## src/verilog/sar_readout_pkg.sv

```systemverilog
// package for the successive-approximation converter serial readout control
// Functional notes
// - serial clock steps conversion and shifting; frame select starts and frames each transfer
// - frame select falling edge samples input, moves track to hold
// - serial output leaves high impedance when frame select falls
// - 13th rising serial clock edge returns hold to track, starting acquisition
// - output to high impedance after 16th falling edge or frame select rise
// - a full sample transfer spans sixteen serial clock cycles
// - device changes bits on falling edges, host captures on rising edges
// - word is three zeros, ten result bits msb first, three zeros
// - result is straight binary, step is reference over 1024
// - frame select low enters normal mode and starts a conversion
// - frame select rising between second and tenth falling edges enters shutdown
// - shutdown holds until frame select is next driven low
// - rise between 10th and 16th falling edges aborts but stays normal
// - rise before second falling edge keeps the current mode
package sar_readout_pkg;

  localparam int          RESULT_WIDTH     = 10;
  localparam int          COUNT_WIDTH      = 5;
  localparam logic [4:0]  TRACK_RISE_COUNT = 5'h0D;
  localparam logic [4:0]  LAST_FALL_COUNT  = 5'h10;
  localparam logic [4:0]  MODE_FALL_COUNT  = 5'h0A;
  localparam logic [4:0]  GUARD_FALL_COUNT = 5'h02;
  localparam logic [4:0]  LEAD_ZERO_COUNT  = 5'h03;
  localparam logic        RESET_SHUTDOWN   = 1'b0;

  typedef enum logic {MODE_NORMAL, MODE_SHUTDOWN} power_mode_type;

  typedef struct packed {
    logic out;
    logic oe;
  } serial_pin_type;

endpackage

```

## src/verilog/sar_readout.sv

```systemverilog
// frame sequencing and serial shifting of the converter result
`timescale 1ns/10ps
`default_nettype none
module sar_readout
  import sar_readout_pkg::*;
(
  input  wire logic                    clk,
  input  wire logic                    resetn,
  input  wire logic                    frame_select_n,
  input  wire logic                    serial_clock,
  input  wire logic [RESULT_WIDTH-1:0] conversion_result,
  output logic                         serial_result_out,
  output logic                         serial_result_oe,
  output logic                         hold_state,
  output logic                         acquisition_interval,
  output logic                         shutdown_mode,
  output logic                         frame_aborted
);

  // pins from the host are asynchronous to clk, so two stages each
  logic [1:0]          cs_sync;
  logic [1:0]          sck_sync;
  logic                cs_prev;
  logic                sck_prev;
  logic [COUNT_WIDTH-1:0] rise_count;
  logic [COUNT_WIDTH-1:0] fall_count;
  logic [RESULT_WIDTH-1:0] held_result;
  serial_pin_type      pin;
  power_mode_type      mode;
  logic                hold;
  logic                acq;
  logic                abort;

  logic                next_cs_prev;
  logic                next_sck_prev;
  logic [COUNT_WIDTH-1:0] next_rise_count;
  logic [COUNT_WIDTH-1:0] next_fall_count;
  logic [RESULT_WIDTH-1:0] next_held_result;
  serial_pin_type      next_pin;
  power_mode_type      next_mode;
  logic                next_hold;
  logic                next_acq;
  logic                next_abort;

  logic cs_low;
  logic cs_fall;
  logic cs_rise;
  logic sck_rise;
  logic sck_fall;

  // bit presented after the given falling edge; zeros before and after the result
  function automatic logic word_bit(input logic [COUNT_WIDTH-1:0] n,
                                    input logic [RESULT_WIDTH-1:0] r);
    logic [COUNT_WIDTH-1:0] idx;
    idx = n - LEAD_ZERO_COUNT;
    if (n < LEAD_ZERO_COUNT || idx >= COUNT_WIDTH'(RESULT_WIDTH))
      word_bit = 1'b0;
    else
      word_bit = r[RESULT_WIDTH-1-idx];
    return word_bit;
  endfunction

  always_ff @(posedge clk or negedge resetn)
  begin
    if (!resetn)
    begin
      cs_sync  <= 2'h3;
      sck_sync <= 2'h0;
    end
    else
    begin
      cs_sync  <= {cs_sync[0], frame_select_n};
      sck_sync <= {sck_sync[0], serial_clock};
    end
  end

  assign cs_low   = ~cs_sync[1];
  assign cs_fall  = cs_prev & ~cs_sync[1];
  assign cs_rise  = ~cs_prev & cs_sync[1];
  assign sck_rise = ~sck_prev & sck_sync[1];
  assign sck_fall = sck_prev & ~sck_sync[1];

  always_comb
  begin
    next_cs_prev     = cs_sync[1];
    next_sck_prev    = sck_sync[1];
    next_rise_count  = rise_count;
    next_fall_count  = fall_count;
    next_held_result = held_result;
    next_pin         = pin;
    next_mode        = mode;
    next_hold        = hold;
    next_acq         = acq;
    next_abort       = 1'b0;
    if (!cs_low)
    begin
      next_rise_count = '0;
      next_fall_count = '0;
      next_pin.oe     = 1'b0;
      next_pin.out    = 1'b0;
      if (cs_rise)
      begin
        next_hold = 1'b0;
        // an early rise is treated as noise and leaves the mode alone
        if (fall_count >= GUARD_FALL_COUNT && fall_count < MODE_FALL_COUNT)
          next_mode = MODE_SHUTDOWN;
        if (fall_count >= GUARD_FALL_COUNT && fall_count < LAST_FALL_COUNT)
          next_abort = 1'b1;
      end
    end
    else if (cs_fall)
    begin
      next_mode        = MODE_NORMAL;
      next_hold        = 1'b1;
      next_acq         = 1'b0;
      next_held_result = conversion_result;
      next_pin.oe      = 1'b1;
      next_pin.out     = 1'b0;
    end
    else
    begin
      if (sck_rise && rise_count != '1)
      begin
        next_rise_count = rise_count + 1'b1;
        if (rise_count + 1'b1 == TRACK_RISE_COUNT)
        begin
          next_hold = 1'b0;
          next_acq  = 1'b1;
        end
      end
      if (sck_fall && fall_count != '1)
      begin
        next_fall_count = fall_count + 1'b1;
        next_pin.out = word_bit(fall_count + 1'b1, held_result);
        if (fall_count + 1'b1 >= LAST_FALL_COUNT)
          next_pin.oe = 1'b0;
      end
    end
  end

  always_ff @(posedge clk or negedge resetn)
  begin
    if (!resetn)
    begin
      cs_prev     <= 1'b1;
      sck_prev    <= 1'b0;
      rise_count  <= '0;
      fall_count  <= '0;
      held_result <= '0;
      pin         <= '0;
      mode        <= RESET_SHUTDOWN ? MODE_SHUTDOWN : MODE_NORMAL;
      hold        <= 1'b0;
      acq         <= 1'b0;
      abort       <= 1'b0;
    end
    else
    begin
      cs_prev     <= next_cs_prev;
      sck_prev    <= next_sck_prev;
      rise_count  <= next_rise_count;
      fall_count  <= next_fall_count;
      held_result <= next_held_result;
      pin         <= next_pin;
      mode        <= next_mode;
      hold        <= next_hold;
      acq         <= next_acq;
      abort       <= next_abort;
    end
  end

  assign serial_result_out    = pin.out;
  assign serial_result_oe     = pin.oe;
  assign hold_state           = hold;
  assign acquisition_interval = acq;
  assign shutdown_mode        = (mode == MODE_SHUTDOWN);
  assign frame_aborted        = abort;

endmodule
`default_nettype wire

```

## config.mk

```make
export PLATFORM = sky130hd
export DESIGN_NAME = sar_readout
export DESIGN_NICKNAME = d
export VERILOG_FILES = /design/src/verilog/sar_readout_pkg.sv /design/src/verilog/sar_readout.sv
export SDC_FILE = /design/constraint.sdc
export NUM_CORES = 1
export LEC_CHECK = 0
export BUFFER_PORTS_ARGS = -buffer_cell sky130_fd_sc_hd__buf_2
export CORE_UTILIZATION = 45
export CTS_BUF_LIST = sky130_fd_sc_hd__clkbuf_8
export CTS_CLUSTER_SIZE = 30
export DETAILED_ROUTE_END_ITERATION = 10
export PLACE_DENSITY = 0.67
export SLEW_MARGIN = 5
export SYNTH_ARGS = -nofsm -noshare
export SYNTH_HDL_FRONTEND = slang
export SYNTH_SLANG_ARGS = --single-unit
```

## constraint.sdc

```tcl
create_clock -name clk -period 3.5 [get_ports clk]
set_input_delay 0.175 -clock clk [delete_from_list [all_inputs] [get_ports clk]]
set_output_delay 0.175 -clock clk [all_outputs]
set_load 0.02 [all_outputs]
```

After elaboration in Yosys (flattened, before gate mapping)
Cells that the tools add are included.
- register bits after elaboration: 32
- input bits: 14
- $add $sub $neg: 4
- order comparisons: 7
- equal/unequal tests: 6
- multiplexer cells: 28
- bitwise operators: 8
- reduce and logical (&&, ||, !) cells: 21
- operators with widths (operator ; count):
    less-than comparator 32 x 5 -> 1 bit, second input constant ; 1
    two-way mux 5 bit ; 6
    two-way mux 1 bit ; 18
    nonzero test 3 bit ; 4
    adder 5 x 1 -> 5 bit, second input constant ; 2
    != test 5 bit, second input constant ; 2
    nonzero test 2 bit ; 5
    AND reduction 3 bit ; 3
    AND reduction 2 bit ; 4
    two-way mux 2 bit ; 3
    subtractor 4 x 5 -> 6 bit, first input constant ; 1
    == test 5 x 4 -> 1 bit, second input constant ; 1
    greater-or-equal comparator 5 x 2 -> 1 bit, second input constant ; 1
    greater-or-equal comparator 5 x 4 -> 1 bit, second input constant ; 1
    greater-or-equal comparator 5 bit, second input constant ; 1
    less-than comparator 5 x 2 -> 1 bit, second input constant ; 1
    less-than comparator 5 x 4 -> 1 bit, second input constant ; 1
    less-than comparator 5 bit, second input constant ; 1
    subtractor 5 x 2 -> 5 bit, second input constant ; 1
    AND 1 bit ; 4
    binary-select mux 1 bit (select 4 bit) ; 1
    logical AND 1 bit ; 4
    != test 2 x 1 -> 1 bit, second input constant ; 2
    inverter 1 bit ; 4
    2 further kinds ; 2

Longest topological paths before layout
- depth after elaboration: 9
- depth in mapped cells: 12
- gate-level depth less buffers: 10

Least setup slack after synthesis
Ideal clock, no wire load.
- kind: flip-flop to flip-flop
- from: register fall_count[0]
- to: register pin, in the netlist serial_result_out
- setup time: 0.087 ns
- arrival: 2.725 ns
- data required time: 3.413 ns
- setup slack: 0.688 ns
- cell stages (with the launch flop): 13
- path buffers: 2
- clock period less this slack: 2.812 ns
- cell sequence: dfrtp_1 buf_1 inv_1 ha_1 clkbuf_1 xor2_1 inv_1 ha_1 inv_1 nand2_1 a2111oi_0 nor3_1 a211oi_2
- word-level cells in the longest chain between the ends: 9
- elaborated cells on any way between the ends: 15
- classes of those cells: 3 x add/sub; 2 x order compare; 1 x eq/ne; 6 x mux; 3 x reduce/logical
- ends and longest elaborated chain (element ; RTL line ; RTL):
    start, declared ; sar_readout.sv:26 ; logic [COUNT_WIDTH-1:0] fall_count;
    start signal, assigned ; sar_readout.sv:161 ; fall_count <= next_fall_count;
    adder 5 x 1 -> 5 bit ; sar_readout.sv:134 ; next_pin.out = word_bit(fall_count + 1'b1, held_result);
    subtractor 5 x 2 -> 5 bit ; sar_readout.sv:55 ; idx = n - LEAD_ZERO_COUNT;
    subtractor 4 x 5 -> 6 bit ; sar_readout.sv:59 ; word_bit = r[RESULT_WIDTH-1-idx];
    binary-select mux 1 bit (select 4 bit) ; sar_readout.sv:59 ;
    two-way mux 1 bit (implied by the code) ; sar_readout.sv:59 ;
    two-way mux 1 bit ; sar_readout.sv:56 ; if (n < LEAD_ZERO_COUNT || idx >= COUNT_WIDTH'(RESULT_WIDTH))
    two-way mux 2 bit ; sar_readout.sv:131 ; if (sck_fall && fall_count != '1)
    two-way mux 2 bit ; sar_readout.sv:111 ; else if (cs_fall)
    two-way mux 2 bit ; sar_readout.sv:95 ; if (!cs_low)
    end signal, assigned ; sar_readout.sv:163 ; pin <= next_pin;
    end, declared ; sar_readout.sv:28 ; serial_pin_type pin;
Several ways; a longest one is shown, not always the timed one. The select of a mux whose other input is x is not followed.
A chain may end at the register's enable or synchronous reset.

Worst setup path in the final report
Ends and elaborated chain as after synthesis.

==> results by group <==
STA
  – Clock Skew: 6.37 ps
  – Max-slew violation count: 0
  – Share of the clock period used by the worst path after layout: 82.4%
  – Final setup vio count: 0
  – Shortest clock period the worst path allows after layout: 2880 ps
  – RSZ-0062 raised after global routing: false
  – Total negative setup slack: 0 ps
  – Worst slew slack as a fraction of its limit: 54.4%
  – Maximum achievable frequency: 347 MHz
  – Measured slew at the worst slew-check pin: 684 ps
  – Hold violation count in the final report: 0

Clocking
  – CTS H-Tree Depth: 2
  – Clk root buf: sky130_fd_sc_hd__clkbuf_8
  – Clock-pin slew reported for the worst setup and hold paths after clock tree synthesis: 70 ps
  – Clock latency on the worst-skew pair: 280 ps
  – Number of instances resized during post-cts repair: 0
  – TritonCTS clock tree: yes
  – Total clock buffers created by CTS: 5
  – CTS Sinks: 32
  – Buffer levels on the longest clock path: 2

Status
  – Result of the run: completed

Worst setup path
  – Maximum net fanout on the critical path: 15
  – Sort of element at the start of the critical path: flip-flop
  – Critical path capture point type: flip-flop
  – Critical path required time: 3710 ps
  – Class of the most critical setup path: flip-flop to flip-flop
  – Combined buffer and inverter count along the critical path: 3
  – Highest cell delay on the worst timing path: 620 ps
  – Cell type with the highest occurrence count on the critical path: sky130_fd_sc_hd__inv_1
  – CP top delay family: adder cells
  – Data arrival time of the worst path: 3090 ps
  – Crit path cell chain: inv_1 > ha_1 > xor2_1 > inv_1 > ha_1 > inv_1 > nand2_1 > a2111oi_0 > nor3_1 > a211oi_2
  – Critical path's slowest cell: sky130_fd_sc_hd__dfrtp_1

Synthesis
  – Top post-synthesis cells by count: sky130_fd_sc_hd__nand2_1, sky130_fd_sc_hd__dfrtp_1, sky130_fd_sc_hd__nor2_1, sky130_fd_sc_hd__inv_1
  – Share of synthesized area occupied by flip-flops and latches: 45.9%
  – Share of cell area taken by muxes after synthesis: 3.64%
  – Most frequent cell after synthesis: sky130_fd_sc_hd__nand2_1
  – Post-synthesis share of cell area spent on xor and xnor gates: 5.50%
  – Post-synthesis cell type with the largest combined area: sky130_fd_sc_hd__dfrtp_1
  – Most area-consuming cells after synthesis: sky130_fd_sc_hd__dfrtp_1, sky130_fd_sc_hd__nand2_1, sky130_fd_sc_hd__ha_1, sky130_fd_sc_hd__dfstp_2, sky130_fd_sc_hd__xnor2_1
  – Post-synthesis share of cell area spent on full adders, half adders and majority gates: 5.71%
  – Number of flops mapped to enable cells by yosys: 0
  – FFs w/ async S/R, synth: 100%
  – Combinational family with the most area after synthesis: simple AND/OR/NAND/NOR gates
  – Commonest register cell after synthesis: sky130_fd_sc_hd__dfrtp_1
  – Yosys cell types: 46
  – Number of storage elements in the synthesis netlist: 32
  – Number of warnings reported in the yosys synthesis log: 0
  – Synthesized net count: 211
  – Cells after Synth: 189
  – Average footprint of a synthesized cell: 9.27 µm²
  – Synth Area in Compound Gates: 12.2%
  – Post-synth design cell area: 0.00175 mm²
  – Area share of the leading cell type in the synthesized netlist: 41.4%
  – Area fraction in and, or, nand and nor cells after synthesis: 22.0%

Route
  – Total routed wirelength: 3270 µm
  – Antenna-violating nets left: 0
  – DR WL/cell: 12.7 µm
  – First-pass iteration count of the detailed router: 6
  – Per-cell via count in the routed design: 5.28
  – Total number of vias: 1361
  – Iter 0 DRT Violations: 57
  – Count of unresolved DRC violations after routing: 0

Power and ir drop
  – Worst supply voltage drop on vdd: 275 µV
  – Cell Int Power: 0.644 mW
  – Share of total power consumed by net switching: 24.4%
  – Clock network fraction of design power: 41.3%
  – Sequential Power Share: 48.5%
  – Ratio of total power to cell area: 426 mW/mm²
  – Reported net switching power: 0.208 mW
  – Lkg Pwr: 0.972 nW
  – Gate power share: 10.1%

Global route
  – Met3 routing resource usage after global routing: 3.93%
  – Number of global-route vias before repair: 1322
  – Global Route Usage Sum: 18.0%
  – Peak-usage layer in the global routing report: met2
  – Antenna violations before repair: 0
  – Global routing usage on met1: 23.3%
  – Pin count of the biggest net entering global routing: 33
  – Met2 Track Usage GR: 30.1%
  – Wire length of the first global-routing pass: 5840 µm
  – Total congestion overflow after global routing: 0

Floorplanning
  – Std-Cell Core Area: 0.00369 mm²
  – Die footprint: 0.00415 mm²
  – Count of pins on the block boundary: 20
  – Die Height: 64.4 µm
  – Initial cell density of the core: 47.5%
  – Count of standard-cell rows: 22
  – Die width: 64.4 µm

Placement
  – Global placer's final weighted congestion: 0.791
  – DP Cell Count: 247
  – Post-DP HPWL: 2340 µm
  – Number of port buffers: 19

Worst hold path
  – Worst hold path type: primary input to flip-flop

Final layout
  – Final non-filler cell total: 258
  – Number of nets in the layout: 231
  – Layout cell share with drive strength beyond 1: 16.7%
  – Syn-to-layout area delta: 14.1%
  – Diodes inserted: 0

Run
  – MaxCap Viol Count: 0
-- worst paths after layout --
| kind | startpoint | endpoint | slack [ps] | cells after the start |
|---|---|---|---|---|
| setup / recovery | fall_count[0] | serial_result_out | 620 | 10 |
| hold / removal | conversion_result[7] | held_result[7] | 80 | 3 |
| setup reg to reg | fall_count[0] | serial_result_out | 620 | 10 |
| hold reg to reg | sck_sync[0] | sck_sync[1] | 350 | 0 |
| max in group asynchronous | resetn | sck_prev | 2590 | 2 |
| min in group asynchronous | resetn | fall_count[4] | 460 | 2 |
-- layer usage --
layer / vias to the layer above / share of wire, %
li1: 677 / -
met1: 635 / 46
met2: 43 / 48
met3: 6 / 4.8
met4: 0 / 0.83
met5: - / 0
-- power by group through the flow --
| stage | combinational [mW] | sequential (mW) | clock [mW] |
|---|---|---|---|
| after global routing | 0.0998 | 0.417 | 0.374 |
| after detailed placement | 0.0846 | 0.420 | 0 |
| final | 0.0864 | 0.413 | 0.352 |
| after floorplan | 0.0603 | 0.412 | 0 |
| after global placement | 0.0820 | 0.420 | 0 |
| after CTS | 0.0880 | 0.413 | 0.358 |
-- state kept, by name, indices dropped and copies added (netlist names) --
signal                flops
sck_sync                  2
serial_result_oe          1
frame_aborted             1
acquisition_interval      1
held_result              10
cs_sync                   2
shutdown_mode             1
sck_prev                  1
cs_prev                   1
hold_state                1
rise_count                5
fall_count                5
serial_result_out         1
-- cells in the final DEF (no fill, tap or decap), types with 2 or more instances in the layout --
cell | synthesis | final
sky130_fd_sc_hd__nand2_1 | 40 | 40
sky130_fd_sc_hd__dfrtp_1 | 29 | 29
sky130_fd_sc_hd__buf_2 | 1 | 19
sky130_fd_sc_hd__nor2_1 | 17 | 17
sky130_fd_sc_hd__inv_1 | 10 | 10
sky130_fd_sc_hd__xnor2_1 | 8 | 8
sky130_fd_sc_hd__ha_1 | 8 | 8
sky130_fd_sc_hd__o21ai_0 | 6 | 6
sky130_fd_sc_hd__a21oi_1 | 5 | 5
sky130_fd_sc_hd__clkbuf_8 | 0 | 5
sky130_fd_sc_hd__and3_1 | 4 | 4
sky130_fd_sc_hd__xor2_1 | 3 | 3
sky130_fd_sc_hd__mux2i_1 | 3 | 3
sky130_fd_sc_hd__nand2b_1 | 3 | 3
sky130_fd_sc_hd__nand3_1 | 3 | 3
sky130_fd_sc_hd__dfstp_2 | 3 | 3
sky130_fd_sc_hd__dlygate4sd3_1 | 0 | 3
sky130_fd_sc_hd__nor3_1 | 2 | 2
sky130_fd_sc_hd__nor4b_1 | 2 | 2
sky130_fd_sc_hd__or3b_2 | 2 | 2
sky130_fd_sc_hd__and2_1 | 2 | 2
sky130_fd_sc_hd__o21ai_1 | 2 | 2
sky130_fd_sc_hd__o211a_1 | 2 | 2
sky130_fd_sc_hd__a21o_1 | 2 | 2
sky130_fd_sc_hd__nor2b_1 | 2 | 2
sky130_fd_sc_hd__o21a_1 | 2 | 2
sky130_fd_sc_hd__mux2_2 | 2 | 2
-- repair_timing --
item | in CTS | in global routing
buffers inserted | 0 | 0
hold endpoints to repair | 31 | 0
hold buffers | 3 | 0
-- worst register-to-register path: stages (launching register included) --
cell and delay, ps:
sky130_fd_sc_hd__dfrtp_1 620, sky130_fd_sc_hd__inv_1 150, sky130_fd_sc_hd__ha_1 520, sky130_fd_sc_hd__xor2_1 220, sky130_fd_sc_hd__inv_1 70, sky130_fd_sc_hd__ha_1 230, sky130_fd_sc_hd__inv_1 100, sky130_fd_sc_hd__nand2_1 60
sky130_fd_sc_hd__a2111oi_0 500, sky130_fd_sc_hd__nor3_1 130, sky130_fd_sc_hd__a211oi_2 200
-- stage by stage --
stage	cell area (µm²)	setup slack, ps	hold WS [ps]	util, %	total power, mW
after floorplan	1750	688	-121	-	0.473
after global placement	1860	797	259	50.3	0.502
after detailed placement	1860	621	264	50.3	0.505
after CTS	2000	619	75.0	54.2	0.859
after global routing	2000	297	89.0	54.2	0.891
final	2000	616	78.0	54.2	0.852
-- cells by family (layout without fill, tap and decap cells) --
kind of cell,Yosys count,after routing
AO/OA/AOI/OAI,30,30
flip-flops,32,32
multiplexers,6,6
XOR/XNOR,11,11
adder cells (fa/ha/maj),8,8
buffers and inverters,19,40
AND/OR/NAND/NOR,83,83
-- area by class of cell --
type                    instances  area (µm²)
clock buffers                   5        68.8
clock inverters                 3        42.5
fillers                       353        1690
inverters                      10        37.5
multi-input cells             138         860
flip-flops and latches         32         805
well taps                      48        60.1
repair buffers                 22         125
No activity file was read; power rests on OpenSTA's default activity.
